===== config.mk =====
export PLATFORM = sky130hd
export DESIGN_NAME = module_low_speed_control
export DESIGN_NICKNAME = d
export VERILOG_FILES = /design/src/hw/pin_sync.v /design/src/hw/module_low_speed_control.v
export VERILOG_INCLUDE_DIRS = /design/src /design/src/shared
export SDC_FILE = /design/constraint.sdc
export NUM_CORES = 1
export LEC_CHECK = 0
export BUFFER_PORTS_ARGS = -buffer_cell sky130_fd_sc_hd__clkbuf_2
export CAP_MARGIN = 40
export CELL_PAD_IN_SITES_DETAIL_PLACEMENT = 0
export CELL_PAD_IN_SITES_GLOBAL_PLACEMENT = 1
export CORE_UTILIZATION = 50
export DETAILED_ROUTE_END_ITERATION = 16
export PLACE_DENSITY = 0.89
export SLEW_MARGIN = 0
export SYNTH_ARGS = -nofsm -noshare
export SYNTH_HDL_FRONTEND = slang
export SYNTH_SLANG_ARGS = --single-unit

===== constraint.sdc =====
create_clock -name clk -period 3.21 [get_ports clk]
set_clock_uncertainty 0.1 [all_clocks]
set_input_delay 0.642 -clock clk [delete_from_list [all_inputs] [get_ports clk]]
set_output_delay 0.642 -clock clk [all_outputs]
set_load 0.005 [all_outputs]

===== src/shared/lsc_map.vh =====
// Constants for the module low-speed control block: memory map, bits, timing.
// Assumes a 100 MHz core clock; included by bare name from the design files.
`ifndef LSC_MAP_VH
`define LSC_MAP_VH

// Core clock rate
`define LSC_CLK_MHZ 100

// Least low time on the reset pin that is taken as a reset, and derived cycles
`define LSC_RESET_MIN_NS 10000
`define LSC_RESET_MIN_CYC ((`LSC_RESET_MIN_NS * `LSC_CLK_MHZ + 999) / 1000)
// Longest time from reset release to the completion interrupt, and cycles
`define LSC_INIT_NS 20000
`define LSC_INIT_CYC ((`LSC_INIT_NS * `LSC_CLK_MHZ) / 1000)
`define LSC_CNT_W 11

// 2-wire bus device address (7 bits)
`define LSC_DEV_ADDR 7'h50

// Memory map byte offsets
`define LSC_OFS_IDENT 8'h00
`define LSC_OFS_STATUS 8'h01
`define LSC_OFS_FLAGS 8'h02
`define LSC_OFS_MASK 8'h03
`define LSC_OFS_CTRL 8'h04

// Field positions
`define LSC_STATUS_NOT_READY 0
`define LSC_STATUS_LOW_POWER 1
`define LSC_FLAG_RESET_DONE 0
`define LSC_FLAG_FAULT 1
`define LSC_CTRL_FORCE_LP 0

// Reset values
`define LSC_MASK_RST 8'h00
`define LSC_CTRL_RST 8'h00
`define LSC_FLAGS_RST 8'h00

`endif


===== src/hw/pin_sync.v =====
// Two flip-flop synchroniser for a group of pins.
// Assumes inputs arrive from outside the clk domain; only stage two is read.
`timescale 1ns/1ns
`default_nettype none

module pin_sync #(
  parameter WIDTH = 1,
  parameter [WIDTH-1:0] RST_VAL = {WIDTH{1'b1}}
) (
  input wire clk,
  input wire rstn,
  input wire [WIDTH-1:0] pin_in,
  output wire [WIDTH-1:0] pin_sync_out
);

  reg [WIDTH-1:0] meta_reg;
  reg [WIDTH-1:0] sync_reg;

  // First stage feeds only the second; reset to the idle level
  always @(posedge clk or negedge rstn) begin
    if (!rstn) begin
      meta_reg <= RST_VAL;
      sync_reg <= RST_VAL;
    end else begin
      meta_reg <= pin_in;
      sync_reg <= meta_reg;
    end
  end

  assign pin_sync_out = sync_reg;

endmodule // pin_sync

`default_nettype wire


===== src/hw/module_low_speed_control.v =====
// Low-speed control logic of a pluggable transceiver: select, reset, low power,
// presence, interrupt and a 2-wire bus slave onto a small management map.
// Assumes host pull-ups on the open-drain pins and pins sampled by clk.
// Summary of operation
// - Seven low-speed pins are served: select, clock, data, reset, low power, presence and interrupt.
// - Bus commands are answered only while module_select_n is held low.
// - Clock and data lines carry bus transfers that read and write the management map.
// - A module_reset_n low longer than the least pulse restores every setting to its default.
// - At reset completion the not-ready bit is cleared and interrupt_n is asserted.
// - After power-up the completion interrupt is raised without any reset pulse.
// - The low_power_select level limits the module's maximum power.
// - The presence_n pin is tied to ground while the module is inserted.
// - interrupt_n is pulled low to flag a fault or a critical status.
// - interrupt_n is only ever pulled low; the host supplies the pull-up.
`timescale 1ns/1ns
`default_nettype none
`include "lsc_map.vh"

module module_low_speed_control #(
  parameter [7:0] IDENT_CODE = 8'h5a // Arbitrary identifier value
) (
  input wire clk,
  input wire rstn,
  input wire module_select_n,
  input wire module_reset_n,
  input wire low_power_select,
  input wire scl_in,
  output wire scl_out,
  output wire scl_oe_n,
  input wire sda_in,
  output wire sda_out,
  output wire sda_oe_n,
  output wire presence_out,
  output wire presence_oe_n,
  output wire interrupt_out,
  output wire interrupt_oe_n,
  input wire fault_event,
  output reg low_power_mode,
  output wire data_not_ready
);

  localparam [2:0] ST_IDLE = 3'd0;
  localparam [2:0] ST_ADDR = 3'd1;
  localparam [2:0] ST_AACK = 3'd2;
  localparam [2:0] ST_WRITE = 3'd3;
  localparam [2:0] ST_WACK = 3'd4;
  localparam [2:0] ST_READ = 3'd5;
  localparam [2:0] ST_RACK = 3'd6;

  wire scl_s;
  wire sda_s;
  wire sel_n_s;
  wire rst_n_s;
  wire lp_s;
  reg scl_d_reg;
  reg sda_d_reg;
  wire scl_rise;
  wire scl_fall;
  wire bus_start;
  wire bus_stop;

  // Bus pins idle high, control pins default to deselected, not reset, low power
  pin_sync #(.WIDTH(2), .RST_VAL(2'b11)) u_link_sync (
    .clk(clk),
    .rstn(rstn),
    .pin_in({scl_in, sda_in}),
    .pin_sync_out({scl_s, sda_s})
  );
  pin_sync #(.WIDTH(3), .RST_VAL(3'b111)) u_ctrl_sync (
    .clk(clk),
    .rstn(rstn),
    .pin_in({module_select_n, module_reset_n, low_power_select}),
    .pin_sync_out({sel_n_s, rst_n_s, lp_s})
  );

  // Delayed copies for edge finding, read from the second stage only
  always @(posedge clk or negedge rstn) begin
    if (!rstn) begin
      scl_d_reg <= 1'b1;
      sda_d_reg <= 1'b1;
    end else begin
      scl_d_reg <= scl_s;
      sda_d_reg <= sda_s;
    end
  end

  assign scl_rise = scl_s & ~scl_d_reg;
  assign scl_fall = ~scl_s & scl_d_reg;
  assign bus_start = scl_s & scl_d_reg & sda_d_reg & ~sda_s;
  assign bus_stop = scl_s & scl_d_reg & ~sda_d_reg & sda_s;

  // Reset pin filter and completion sequencer
  reg [`LSC_CNT_W-1:0] low_cnt_reg;
  reg [`LSC_CNT_W-1:0] init_cnt_reg;
  reg reset_taken_reg;
  reg init_busy_reg;
  reg not_ready_reg;
  reg init_done_reg;
  wire soft_reset;

  // Soft reset fires once the low pulse has lasted the least length
  assign soft_reset = ~rst_n_s & ~reset_taken_reg & (low_cnt_reg == `LSC_RESET_MIN_CYC - 1);

  // Power-up starts the init countdown with no reset pulse needed
  always @(posedge clk or negedge rstn) begin
    if (!rstn) begin
      low_cnt_reg <= {`LSC_CNT_W{1'b0}};
      init_cnt_reg <= {`LSC_CNT_W{1'b0}};
      reset_taken_reg <= 1'b0;
      init_busy_reg <= 1'b1;
      not_ready_reg <= 1'b1;
      init_done_reg <= 1'b0;
    end else begin
      init_done_reg <= 1'b0;
      if (!rst_n_s) begin
        if (!reset_taken_reg) begin
          low_cnt_reg <= low_cnt_reg + {{(`LSC_CNT_W-1){1'b0}}, 1'b1};
        end
        if (soft_reset) begin
          reset_taken_reg <= 1'b1;
          not_ready_reg <= 1'b1;
          init_busy_reg <= 1'b0;
          init_cnt_reg <= {`LSC_CNT_W{1'b0}};
        end
      end else begin
        low_cnt_reg <= {`LSC_CNT_W{1'b0}};
        // Short glitches never set reset_taken, so they are ignored
        if (reset_taken_reg) begin
          reset_taken_reg <= 1'b0;
          init_busy_reg <= 1'b1;
          init_cnt_reg <= {`LSC_CNT_W{1'b0}};
        end else if (init_busy_reg) begin
          if (init_cnt_reg == `LSC_INIT_CYC - 1) begin
            init_busy_reg <= 1'b0;
            not_ready_reg <= 1'b0;
            init_done_reg <= 1'b1;
          end else begin
            init_cnt_reg <= init_cnt_reg + {{(`LSC_CNT_W-1){1'b0}}, 1'b1};
          end
        end
      end
    end
  end

  assign data_not_ready = not_ready_reg;

  // Bus slave state
  reg [2:0] state_reg;
  reg [3:0] bit_cnt_reg;
  reg [7:0] shift_reg;
  reg [7:0] ptr_reg;
  reg rw_reg;
  reg first_reg;
  reg nack_reg;
  reg sda_drive_reg;
  reg wr_pulse_reg;
  reg [7:0] wr_addr_reg;
  reg [7:0] wr_data_reg;
  reg rd_clr_reg;
  reg [7:0] flags_reg;
  reg [7:0] mask_reg;
  reg [7:0] ctrl_reg;
  reg [7:0] rd_data;

  // Read data for the byte at the pointer
  always @* begin
    if (ptr_reg == `LSC_OFS_IDENT) begin
      rd_data = IDENT_CODE;
    end else if (ptr_reg == `LSC_OFS_STATUS) begin
      rd_data = 8'h00;
      rd_data[`LSC_STATUS_NOT_READY] = not_ready_reg;
      rd_data[`LSC_STATUS_LOW_POWER] = low_power_mode;
    end else if (ptr_reg == `LSC_OFS_FLAGS) begin
      rd_data = flags_reg;
    end else if (ptr_reg == `LSC_OFS_MASK) begin
      rd_data = mask_reg;
    end else if (ptr_reg == `LSC_OFS_CTRL) begin
      rd_data = ctrl_reg;
    end else begin
      rd_data = 8'h00;
    end
  end

  // Byte-level slave; deselect or stop drops it to idle and frees the data line
  always @(posedge clk or negedge rstn) begin
    if (!rstn) begin
      state_reg <= ST_IDLE;
      bit_cnt_reg <= 4'h0;
      shift_reg <= 8'h00;
      ptr_reg <= 8'h00;
      rw_reg <= 1'b0;
      first_reg <= 1'b0;
      nack_reg <= 1'b0;
      sda_drive_reg <= 1'b0;
      wr_pulse_reg <= 1'b0;
      wr_addr_reg <= 8'h00;
      wr_data_reg <= 8'h00;
      rd_clr_reg <= 1'b0;
    end else begin
      wr_pulse_reg <= 1'b0;
      rd_clr_reg <= 1'b0;
      if (sel_n_s) begin
        state_reg <= ST_IDLE;
        sda_drive_reg <= 1'b0;
      end else if (bus_start) begin
        state_reg <= ST_ADDR;
        bit_cnt_reg <= 4'h0;
        sda_drive_reg <= 1'b0;
      end else if (bus_stop) begin
        state_reg <= ST_IDLE;
        sda_drive_reg <= 1'b0;
      end else if (scl_rise) begin
        case (state_reg)
          ST_ADDR, ST_WRITE: begin
            shift_reg <= {shift_reg[6:0], sda_s};
            bit_cnt_reg <= bit_cnt_reg + 4'h1;
          end
          ST_READ: begin
            bit_cnt_reg <= bit_cnt_reg + 4'h1;
          end
          ST_RACK: begin
            nack_reg <= sda_s;
          end
          default: begin
          end
        endcase
      end else if (scl_fall) begin
        case (state_reg)
          ST_ADDR: begin
            if (bit_cnt_reg == 4'h8) begin
              if (shift_reg[7:1] == `LSC_DEV_ADDR) begin
                rw_reg <= shift_reg[0];
                sda_drive_reg <= 1'b1;
                state_reg <= ST_AACK;
              end else begin
                state_reg <= ST_IDLE;
              end
            end
          end
          ST_AACK: begin
            bit_cnt_reg <= 4'h0;
            if (rw_reg) begin
              shift_reg <= rd_data;
              sda_drive_reg <= ~rd_data[7];
              rd_clr_reg <= (ptr_reg == `LSC_OFS_FLAGS);
              ptr_reg <= ptr_reg + 8'h01;
              state_reg <= ST_READ;
            end else begin
              sda_drive_reg <= 1'b0;
              first_reg <= 1'b1;
              state_reg <= ST_WRITE;
            end
          end
          ST_WRITE: begin
            if (bit_cnt_reg == 4'h8) begin
              // First byte sets the pointer, later bytes store and advance
              if (first_reg) begin
                ptr_reg <= shift_reg;
                first_reg <= 1'b0;
              end else begin
                wr_pulse_reg <= 1'b1;
                wr_addr_reg <= ptr_reg;
                wr_data_reg <= shift_reg;
                ptr_reg <= ptr_reg + 8'h01;
              end
              sda_drive_reg <= 1'b1;
              state_reg <= ST_WACK;
            end
          end
          ST_WACK: begin
            sda_drive_reg <= 1'b0;
            bit_cnt_reg <= 4'h0;
            state_reg <= ST_WRITE;
          end
          ST_READ: begin
            if (bit_cnt_reg == 4'h8) begin
              sda_drive_reg <= 1'b0;
              state_reg <= ST_RACK;
            end else begin
              shift_reg <= {shift_reg[6:0], 1'b0};
              sda_drive_reg <= ~shift_reg[6];
            end
          end
          ST_RACK: begin
            // A not-acknowledge from the host ends the read
            if (nack_reg) begin
              state_reg <= ST_IDLE;
            end else begin
              bit_cnt_reg <= 4'h0;
              shift_reg <= rd_data;
              sda_drive_reg <= ~rd_data[7];
              rd_clr_reg <= (ptr_reg == `LSC_OFS_FLAGS);
              ptr_reg <= ptr_reg + 8'h01;
              state_reg <= ST_READ;
            end
          end
          default: begin
            sda_drive_reg <= 1'b0;
          end
        endcase
      end
    end
  end

  // Writable settings; a taken reset pulse restores defaults
  always @(posedge clk or negedge rstn) begin
    if (!rstn) begin
      mask_reg <= `LSC_MASK_RST;
      ctrl_reg <= `LSC_CTRL_RST;
    end else if (soft_reset) begin
      mask_reg <= `LSC_MASK_RST;
      ctrl_reg <= `LSC_CTRL_RST;
    end else if (wr_pulse_reg) begin
      if (wr_addr_reg == `LSC_OFS_MASK) begin
        mask_reg <= wr_data_reg;
      end else if (wr_addr_reg == `LSC_OFS_CTRL) begin
        ctrl_reg <= wr_data_reg;
      end
    end
  end

  // Sticky flags clear on read; an event in the clearing cycle still lands
  reg [7:0] flag_set;
  reg [7:0] flags_next;
  always @* begin
    flag_set = 8'h00;
    flag_set[`LSC_FLAG_RESET_DONE] = init_done_reg;
    flag_set[`LSC_FLAG_FAULT] = fault_event;
    flags_next = flags_reg;
    if (rd_clr_reg) begin
      flags_next = 8'h00;
    end
    flags_next = flags_next | flag_set;
    if (soft_reset) begin
      flags_next = `LSC_FLAGS_RST;
    end
  end

  // Registered pin levels: interrupt from unmasked flags, power limit from pin or force bit
  reg irq_reg;
  always @(posedge clk or negedge rstn) begin
    if (!rstn) begin
      flags_reg <= `LSC_FLAGS_RST;
      irq_reg <= 1'b0;
      low_power_mode <= 1'b1;
    end else begin
      flags_reg <= flags_next;
      irq_reg <= |(flags_reg & ~mask_reg);
      low_power_mode <= lp_s | ctrl_reg[`LSC_CTRL_FORCE_LP];
    end
  end

  // Open-drain pins only ever pull low; host pull-ups make the high level
  assign interrupt_out = 1'b0;
  assign interrupt_oe_n = ~irq_reg;
  assign sda_out = 1'b0;
  assign sda_oe_n = ~sda_drive_reg;
  // No clock stretching, so the clock line is never driven
  assign scl_out = 1'b0;
  assign scl_oe_n = 1'b1;
  // Presence is a hard tie to ground while inserted
  assign presence_out = 1'b0;
  assign presence_oe_n = 1'b0;

endmodule // module_low_speed_control

`default_nettype wire


==> impl_metrics.env, run 1 <==
export IMPL_status="completed"
export IMPL_layout_commonest_cell="dfrtp_1"
export IMPL_routabilityCongestion=0.8292
export IMPL_dp_slack_ns=0.7325
export IMPL_finalPower_w=0.002309
export IMPL_max_clock_freq_ghz=0.3999
export IMPL_grt_overflow_total=0
export IMPL_regToRegSetupSlack_ns=0.71
export IMPL_min_period_over_period=0.7790
export IMPL_path_max_fanout=17
export IMPL_setup_slack_ns=0.7095
export IMPL_die_w_microns=104.0
export IMPL_final_core_util=0.5598
export IMPL_synth_flop_cell="dfrtp_1"
export IMPL_p_leak_nw=2.660
export IMPL_hold_buffers=0
export IMPL_firstDrtPassIters=5
export IMPL_r2r_end="wr_data_reg[6]"
export IMPL_drtIter0Drc=189
export IMPL_required_ns=3.38
export IMPL_synth_edf_count=0
export IMPL_gr_usage_all_layers=0.1998
export IMPL_core_rowCount=36
export IMPL_most_common_layout_cells="88 x dfrtp_1, 55 x nor2_1, 30 x o21ai_0"
export IMPL_crit_path_end_kind="register"
export IMPL_synthToLayoutAreaGrowth_pct=6.612
export IMPL_grt_pass1_wl_microns=17350
export IMPL_cp_data_arrival_time_ns=2.67
export IMPL_path_clk_slew_ns=0.11
export IMPL_p_sw_frac=0.2611
export IMPL_peakVddDrop_uv=241.8
export IMPL_p_switching_w=0.0006029
export IMPL_cts_resized_gates=0
export IMPL_power_internal_w=0.001706
export IMPL_syn_avg_cell_area_sq_um=10.64
export IMPL_hold_viol=0
export IMPL_start_kind="register"
export IMPL_port_buffers=11
export IMPL_postRouteAntennaNets=0
export IMPL_powerDensity_mw_per_mm2=416.2
export IMPL_fin_crit_ns=2.500
export IMPL_netlist_area_sq_mm=0.005204
export IMPL_initial_core_util=0.5251
export IMPL_yosys_area_share_simple=0.1486
export IMPL_hpwl_microns=7064
export IMPL_setup_tns_ns=0
export IMPL_path_class="register to register"
export IMPL_drt_total_wl_microns=10250
export IMPL_synth_mux_area_frac=0.1027
export IMPL_max_slew_margin=0.4562
export IMPL_grt_setup_unrepaired="false"
export IMPL_yosys_warnings=0
export IMPL_synth_xor_area_frac=0.03535
export IMPL_grt_pass1_vias=3564
export IMPL_cts_tree="done"
export IMPL_rr_worst_depth=7
export IMPL_maxCapViolations=0
export IMPL_vias_per_cell=5.778
export IMPL_cts_max_path_buffers=2
export IMPL_r2r_start="scl_d_reg"
export IMPL_drive_gt1_frac=0.1683
export IMPL_postSynth_asyncResetShare=1.000
export IMPL_final_cell_area_sq_mm=0.005548
export IMPL_synth_fa_ha_area_frac=0.02645
export IMPL_ys_ff_latch=103
export IMPL_drc=0
export IMPL_dieArea_sq_mm=0.01082
export IMPL_synth_seq_area_share=0.4989
export IMPL_postCtsSetupBuffers=0
export IMPL_cts_max_level=3
export IMPL_clock_sinks=103
export IMPL_slew_violations=0
export IMPL_grt_max_degree=61
export IMPL_wire_per_inst_microns=16.22
export IMPL_boundaryPins=18
export IMPL_worstMarginPinSlew_ns=0.8050
export IMPL_worstSkewPairLatency_ns=0.37
export IMPL_finalSetupViolCount=0
export IMPL_diodes=0
export IMPL_synth_compound_area_share=0.1407
export IMPL_postSynthCellCount=489
export IMPL_core_area_sq_mm=0.009910
export IMPL_num_vias=3652
export IMPL_antenna_found_initial=0
export IMPL_pwr_share_clk=0.341
export IMPL_nets=513
export IMPL_cts_root_buf="clkbuf_8"
export IMPL_synth_top_family_by_area="simple AND/OR/NAND/NOR gates"
export IMPL_place_area_sq_mm=0.005359
export IMPL_cts_made_buffers=9
export IMPL_die_h_microns=104.0
export IMPL_ys_types=67
export IMPL_fill_cells=864
export IMPL_power_frac_comb=0.055
export IMPL_hold_path_class="primary input to asynchronous set/reset pin"
export IMPL_pwr_share_seq=0.603
-- worst max-delay path by stage --
stage,from,to,slack (ns),cells past startpoint
final,scl_d_reg,wr_data_reg[6],0.71,7
after global routing,scl_d_reg,wr_data_reg[0],0.59,7
after CTS,scl_d_reg,wr_data_reg[3],0.70,7
after detailed placement,scl_d_reg,wr_data_reg[5],0.73,7
after global placement,scl_d_reg,wr_data_reg[4],0.78,7
after floorplan,scl_d_reg,wr_addr_reg[0],0.78,7
-- stage by stage --
step / hold slack (ns) / std cells
6_report: 0.1454 / 632
2_1_floorplan: 0.2452 / 493
5_1_grt: 0.1907 / 632
3_3_place_gp: 0.2470 / 616
4_1_cts: 0.1658 / 632
3_5_place_dp: 0.2479 / 616
-- worst max-delay path: stages (launching register included) --
cell      delay [ns]
dfstp_2         0.55
inv_1           0.04
ha_1            0.18
nand3b_1        0.15
a211o_1         0.38
nor4_4          0.27
buf_4           0.33
mux2_2          0.37
-- cells by family (layout without fill, tap and decap cells) --
logic type               count (synthesis)  after routing
XOR/XNOR                                21             21
multiplexers                            47             47
AO/OA/AOI/OAI                          105            105
other                                    2              6
flip-flops                             103            103
adder cells (fa/ha/maj)                 11             11
buffers and inverters                   53             59
AND/OR/NAND/NOR                        147            147
-- metal layers --
metal	track usage	vias to the layer above	share of wire
met1	0.2719	1836	0.48
met4	0.05204	0	0.011
li1	-	1736	-
met5	0	-	0
met2	0.3210	68	0.48
met3	0.04762	12	0.035
-- area by class of cell --
class,count,area (sq um),share of cell area
Clock buffer,10,137.6,0.02481
Clock inverter,6,51.30,0.009247
Tap cell,133,166.4,0.03000
Timing Repair Buffer,17,115.1,0.02075
Inverter,26,97.59,0.01759
Sequential cell,103,2596,0.4680
Multi-Input combinational cell,337,2384,0.4296
-- synthesized netlist by cell type (5+ instances only) --
master	count	area (sq um)
buf_2	5	25.02
nor2b_1	13	81.33
mux2i_1	23	230.2
xor2_1	16	140.1
a21oi_1	11	55.05
and3_1	7	43.79
a31oi_1	5	31.28
dfrtp_1	88	2202
a22oi_1	7	52.55
inv_1	26	97.59
mux2_4	9	135.1
clkbuf_1	14	52.55
ha_1	11	137.6
buf_4	7	52.55
nor2_1	55	206.5
dfstp_2	15	394.1
nor3_1	5	25.02
nand3_1	14	70.07
nand2_1	21	78.83
o21ai_0	30	150.1
o22ai_1	8	50.05
mux2_2	15	168.9
xnor2_1	5	43.79
-- power groups by stage --
| stage | Combinational, W | Sequential [W] | Clock, W |
|---|---|---|---|
| 2_1_floorplan | 0.0000829 | 0.00139 | 0 |
| 3_3_place_gp | 0.000123 | 0.00142 | 0 |
| 3_5_place_dp | 0.000129 | 0.00142 | 0 |
| 4_1_cts | 0.000129 | 0.00139 | 0.000820 |
| 5_1_grt | 0.000144 | 0.00140 | 0.000866 |
| 6_report | 0.000127 | 0.00139 | 0.000788 |
Note: power is estimated with default switching activity, not from simulation.
==> inputs of run 2 (changes only) <==
Clock period 3.21 ns to 2.34 ns, I/O delays scaled along.
==> impl_metrics.env, run 2 (synthesized netlist as in run 1, its figures left out) <==
export IMPL_status="completed"
export IMPL_peakVddDrop_uv=486.0
export IMPL_cts_root_buf="clkbuf_8"
export IMPL_cts_made_buffers=9
export IMPL_drt_total_wl_microns=10580
export IMPL_regToRegSetupSlack_ns=0.004
export IMPL_required_ns=2.52
export IMPL_maxCapViolations=0
export IMPL_hold_path_class="primary input to register"
export IMPL_vias_per_cell=5.644
export IMPL_place_area_sq_mm=0.005499
export IMPL_num_vias=3680
export IMPL_clock_sinks=103
export IMPL_most_common_layout_cells="88 x dfrtp_1, 55 x nor2_1, 30 x o21ai_0"
export IMPL_worstSkewPairLatency_ns=0.38
export IMPL_hpwl_microns=7229
export IMPL_port_buffers=11
export IMPL_die_h_microns=104.0
export IMPL_drc=0
export IMPL_postRouteAntennaNets=0
export IMPL_initial_core_util=0.5251
export IMPL_diodes=0
export IMPL_layout_commonest_cell="dfrtp_1"
export IMPL_drtIter0Drc=141
export IMPL_drive_gt1_frac=0.2023
export IMPL_min_from="scl_in"
export IMPL_critPathSlowestCell="dfstp_2"
export IMPL_nets=533
export IMPL_hold_viol=0
export IMPL_grt_pass1_vias=3683
export IMPL_crit_path_end_kind="register"
export IMPL_cpPeakStageDelay_ns=0.56
export IMPL_synthToLayoutAreaGrowth_pct=12.21
export IMPL_max_clock_freq_ghz=0.4281
export IMPL_grt_max_degree=42
export IMPL_cts_tree="done"
export IMPL_path_clk_slew_ns=0.10
export IMPL_core_area_sq_mm=0.009910
export IMPL_cts_max_level=3
export IMPL_grt_overflow_total=0
export IMPL_boundaryPins=18
export IMPL_r2r_end="wr_data_reg[6]"
export IMPL_cp_data_arrival_time_ns=2.52
export IMPL_setup_tns_ns=0
export IMPL_core_rowCount=36
export IMPL_whs_ns=0.05295
export IMPL_max_slew_margin=0.6550
export IMPL_cts_max_path_buffers=2
export IMPL_grt_setup_unrepaired="true"
export IMPL_powerDensity_mw_per_mm2=577.6
export IMPL_slew_violations=0
export IMPL_grt_pass1_wl_microns=17850
export IMPL_routabilityCongestion=0.8571
export IMPL_path_class="register to register"
export IMPL_p_leak_nw=2.810
export IMPL_min_period_over_period=0.9983
export IMPL_holdPathEnd="u_link_sync.meta_reg[1]"
export IMPL_wire_per_inst_microns=16.23
export IMPL_path_max_fanout=5
export IMPL_finalSetupViolCount=0
export IMPL_antenna_found_initial=0
export IMPL_gr_usage_all_layers=0.2060
export IMPL_start_kind="register"
export IMPL_fin_crit_ns=2.336
export IMPL_worstMarginPinSlew_ns=0.5174
export IMPL_rr_worst_depth=8
export IMPL_die_w_microns=104.0
export IMPL_r2r_start="scl_d_reg"
export IMPL_firstDrtPassIters=4
export IMPL_final_cell_area_sq_mm=0.005839
export IMPL_crit_chain="inv_2 -> ha_2 -> nand3b_1 -> a211o_4 -> nor4_4 -> buf_4 -> clkbuf_16 -> mux2_2"
export IMPL_dieArea_sq_mm=0.01082
export IMPL_min_path_cells=1
## run 2: what timing repair did
item,in CTS,in global routing
endpoints found under the hold margin,24,0
setup buffers,0,2
hold buffers,1,0
pin swaps,1,0
cloned,0,2
setup endpoints to repair,1,21
resized for setup,0,10
## run 2: power by group
part           internal, W  leakage (nW)  switching [W]
logic            0.0000770          1.34       0.000114
clock network     0.000644         0.112       0.000630
registers          0.00184          1.36      0.0000656
total              0.00256          2.81       0.000810
## run 2: how the worst max path moves through the flow
stage,start,end,slack [ns],depth (start not counted)
floorplan,scl_d_reg,wr_addr_reg[0],0.01,7
global placement,scl_d_reg,wr_data_reg[4],0.09,7
detailed placement,u_link_sync.pin_sync_out[1],bit_cnt_reg[2],0.002,7
CTS,scl_d_reg,wr_data_reg[2],0.02,7
global route,scl_d_reg,wr_addr_reg[6],-0.04,8
finish,scl_d_reg,wr_data_reg[6],0.004,8
## run 2: worst max-delay path, delay by kind of cell (launching register included)
kind | cells | cell delay (ns)
fa+ha+maj | 1 | 0.16
mux | 1 | 0.32
simple gates | 2 | 0.40
compound gates | 1 | 0.32
flops | 1 | 0.56
buf+inv | 3 | 0.38
## run 2: cell type report
class / count / area (sq um)
fillers: 848 / 4070
flip-flops and latches: 103 / 2596
multi-input cells: 337 / 2422
repair buffers: 37 / 327.8
well taps: 133 / 166.4
clock buffers: 11 / 141.4
inverters: 26 / 97.59
clock inverters: 5 / 87.58
## run 2: metal layers
layer	GRT usage	wire length, microns	vias to the layer above	share of wire
met5	0	0	-	0
met4	0.06531	165	0	0.016
met3	0.04637	353	16	0.033
li1	-	-	1777	-
met2	0.3400	5055	74	0.48
met1	0.2693	5009	1813	0.47
## run 2: metrics by stage
stage | utilization | instances | worst slack [ns] | power (W)
floorplan | - | 493 | 0.01163 | 0.002027
global placement | 0.5549 | 631 | 0.09241 | 0.002120
finish | 0.5893 | 652 | 0.004044 | 0.003373
detailed placement | 0.5549 | 631 | 0.001900 | 0.002129
global route | 0.5893 | 652 | -0.03531 | 0.003508
CTS | 0.5790 | 648 | 0.02342 | 0.003397
==> inputs of run 3 (changes only) <==
Settings changed: CORE_UTILIZATION 50 to 45, PLACE_DENSITY 0.89 to 0.76.
Clock period 2.34 ns to 2 ns, I/O delays scaled along.
==> impl_metrics.env, run 3 (synthesized netlist as in run 1, its figures left out) <==
export IMPL_peakVddDrop_uv=587.4
export IMPL_clock_sinks=103
export IMPL_rr_worst_depth=7
export IMPL_cts_root_buf="clkbuf_16"
export IMPL_min_period_over_period=1.122
export IMPL_r2r_start="scl_d_reg"
export IMPL_critPathSlowestCell="dfstp_2"
export IMPL_diodes=0
export IMPL_grt_pass1_vias=3800
export IMPL_pwr_share_seq=0.522
export IMPL_cts_max_path_buffers=2
export IMPL_final_core_util=0.5952
export IMPL_max_clock_freq_ghz=0.4456
export IMPL_core_rowCount=38
export IMPL_worstSkewPairLatency_ns=0.35
export IMPL_start_kind="register"
export IMPL_cts_max_level=3
export IMPL_die_w_microns=109.5
export IMPL_layout_cells_non_filler=713
export IMPL_num_vias=3924
export IMPL_power_internal_w=0.003220
export IMPL_hold_path_class="primary input to register"
export IMPL_p_switching_w=0.001035
export IMPL_fin_crit_ns=2.244
export IMPL_hold_viol=0
export IMPL_path_clk_slew_ns=0.07
export IMPL_boundaryPins=18
export IMPL_p_leak_nw=3.117
export IMPL_grt_setup_unrepaired="true"
export IMPL_postRouteAntennaNets=0
export IMPL_drc=0
export IMPL_synthToLayoutAreaGrowth_pct=26.16
export IMPL_startpoint="scl_d_reg"
export IMPL_power_frac_comb=0.073
export IMPL_drt_total_wl_microns=11720
export IMPL_cpPeakStageDelay_ns=0.55
export IMPL_crit_path_end_kind="register"
export IMPL_port_buffers=11
export IMPL_violations="negative setup slack"
export IMPL_dpl_cell_count=678
export IMPL_pwr_share_clk=0.405
export IMPL_status="complete, but fails checks"
export IMPL_grt_pass1_wl_microns=19040
export IMPL_most_common_layout_cells="85 x dfrtp_1, 69 x buf_4, 55 x nor2_1"
export IMPL_crit_end="wr_data_reg[6]"
export IMPL_drtIter0Drc=215
export IMPL_drive_gt1_frac=0.3455
export IMPL_cts_made_buffers=9
export IMPL_firstDrtPassIters=4
export IMPL_hpwl_microns=7866
export IMPL_die_h_microns=109.5
export IMPL_regToRegSetupSlack_ns=-0.24
export IMPL_setup_slack_ns=-0.2442
export IMPL_core_area_sq_mm=0.01103
export IMPL_layout_commonest_cell="dfrtp_1"
export IMPL_cts_tree="done"
export IMPL_r2r_end="wr_data_reg[6]"
export IMPL_initial_core_util=0.4718
export IMPL_finalSetupViolCount=29
export IMPL_grt_overflow_total=0
export IMPL_maxCapViolations=0
export IMPL_nets=587
export IMPL_antenna_found_initial=0
export IMPL_crit_chain="inv_2 -> ha_4 -> nand3b_1 -> a211o_1 -> nor4_4 -> buf_12 -> mux2_2"
export IMPL_gr_usage_all_layers=0.2097
export IMPL_vias_per_cell=5.504
export IMPL_path_max_fanout=17
export IMPL_required_ns=2.14
export IMPL_grt_max_degree=38
export IMPL_p_sw_frac=0.2432
export IMPL_wire_per_inst_microns=16.44
export IMPL_slew_violations=0
export IMPL_whs_ns=0.02373
export IMPL_dieArea_sq_mm=0.01200
export IMPL_powerDensity_mw_per_mm2=648.1
export IMPL_routabilityCongestion=0.8305
export IMPL_cp_data_arrival_time_ns=2.38
export IMPL_path_class="register to register"
[run 3: layout make-up]
cell class                      count  area [sq um]
Timing Repair Buffer               91         739.5
Fill cell                         928          4466
Tap cell                          140         175.2
Clock buffer                       11         252.7
Clock inverter                      5         41.29
Inverter                           26         97.59
Sequential cell                   103          2600
Multi-Input combinational cell    337          2659
[run 3: power by group through the flow]
stage               logic, W  registers [W]  clock network [W]
global route        0.000345        0.00223            0.00185
detailed placement  0.000281        0.00226                  0
finish              0.000311        0.00222            0.00172
floorplan           0.000135        0.00224                  0
CTS                 0.000291        0.00222            0.00178
global placement    0.000274        0.00225                  0
[run 3: repair_timing]
action	in CTS	in global routing
setup endpoints to repair	48	59
gates cloned	0	2
resized for setup	29	51
pin swaps	7	18
setup buffers	7	10
hold buffers	1	0
hold endpoints to repair	6	0
[run 3: how the worst min path moves through the flow]
stage                              start                       to  slack, ns  cells past startpoint
final                     module_reset_n  u_ctrl_sync.meta_reg[1]       0.02                      1
after global routing      module_reset_n  u_ctrl_sync.meta_reg[1]      0.005                      1
after detailed placement            rstn           bit_cnt_reg[0]       0.17                      1
after global placement              rstn           bit_cnt_reg[0]       0.17                      1
after floorplan                     rstn           bit_cnt_reg[0]      0.004                      0
after CTS                 module_reset_n  u_ctrl_sync.meta_reg[1]       0.01                      1
[run 3: routing by layer]
layer	wire, microns	up-vias	part of all wire	track usage
li1	-	1878	-	-
met5	0	-	0	0
met3	406	12	0.035	0.04979
met4	142	0	0.012	0.05429
met2	5652	69	0.48	0.3360
met1	5520	1965	0.47	0.2859
[run 3: critical path: cells and delay by family (launching register included)]
family | cells | cell delay (ns)
AND/OR/NAND/NOR | 2 | 0.42
flip-flops | 1 | 0.55
adder cells (fa/ha/maj) | 1 | 0.15
AO/OA/AOI/OAI | 1 | 0.30
multiplexers | 1 | 0.34
buffers and inverters | 2 | 0.26
[run 3: metrics by stage]
| step | power (W) | TNS (ns) | area [sq um] | setup WS [ns] |
|---|---|---|---|---|
| 2_1_floorplan | 0.002375 | -4.934 | 5240 | -0.3202 |
| 3_3_place_gp | 0.002528 | -5.371 | 5838 | -0.2142 |
| 3_5_place_dp | 0.002537 | -6.870 | 5838 | -0.2411 |
| 4_1_cts | 0.004285 | -5.359 | 6277 | -0.2464 |
| 5_1_grt | 0.004424 | -8.777 | 6565 | -0.3260 |
| 6_report | 0.004255 | -5.451 | 6565 | -0.2442 |
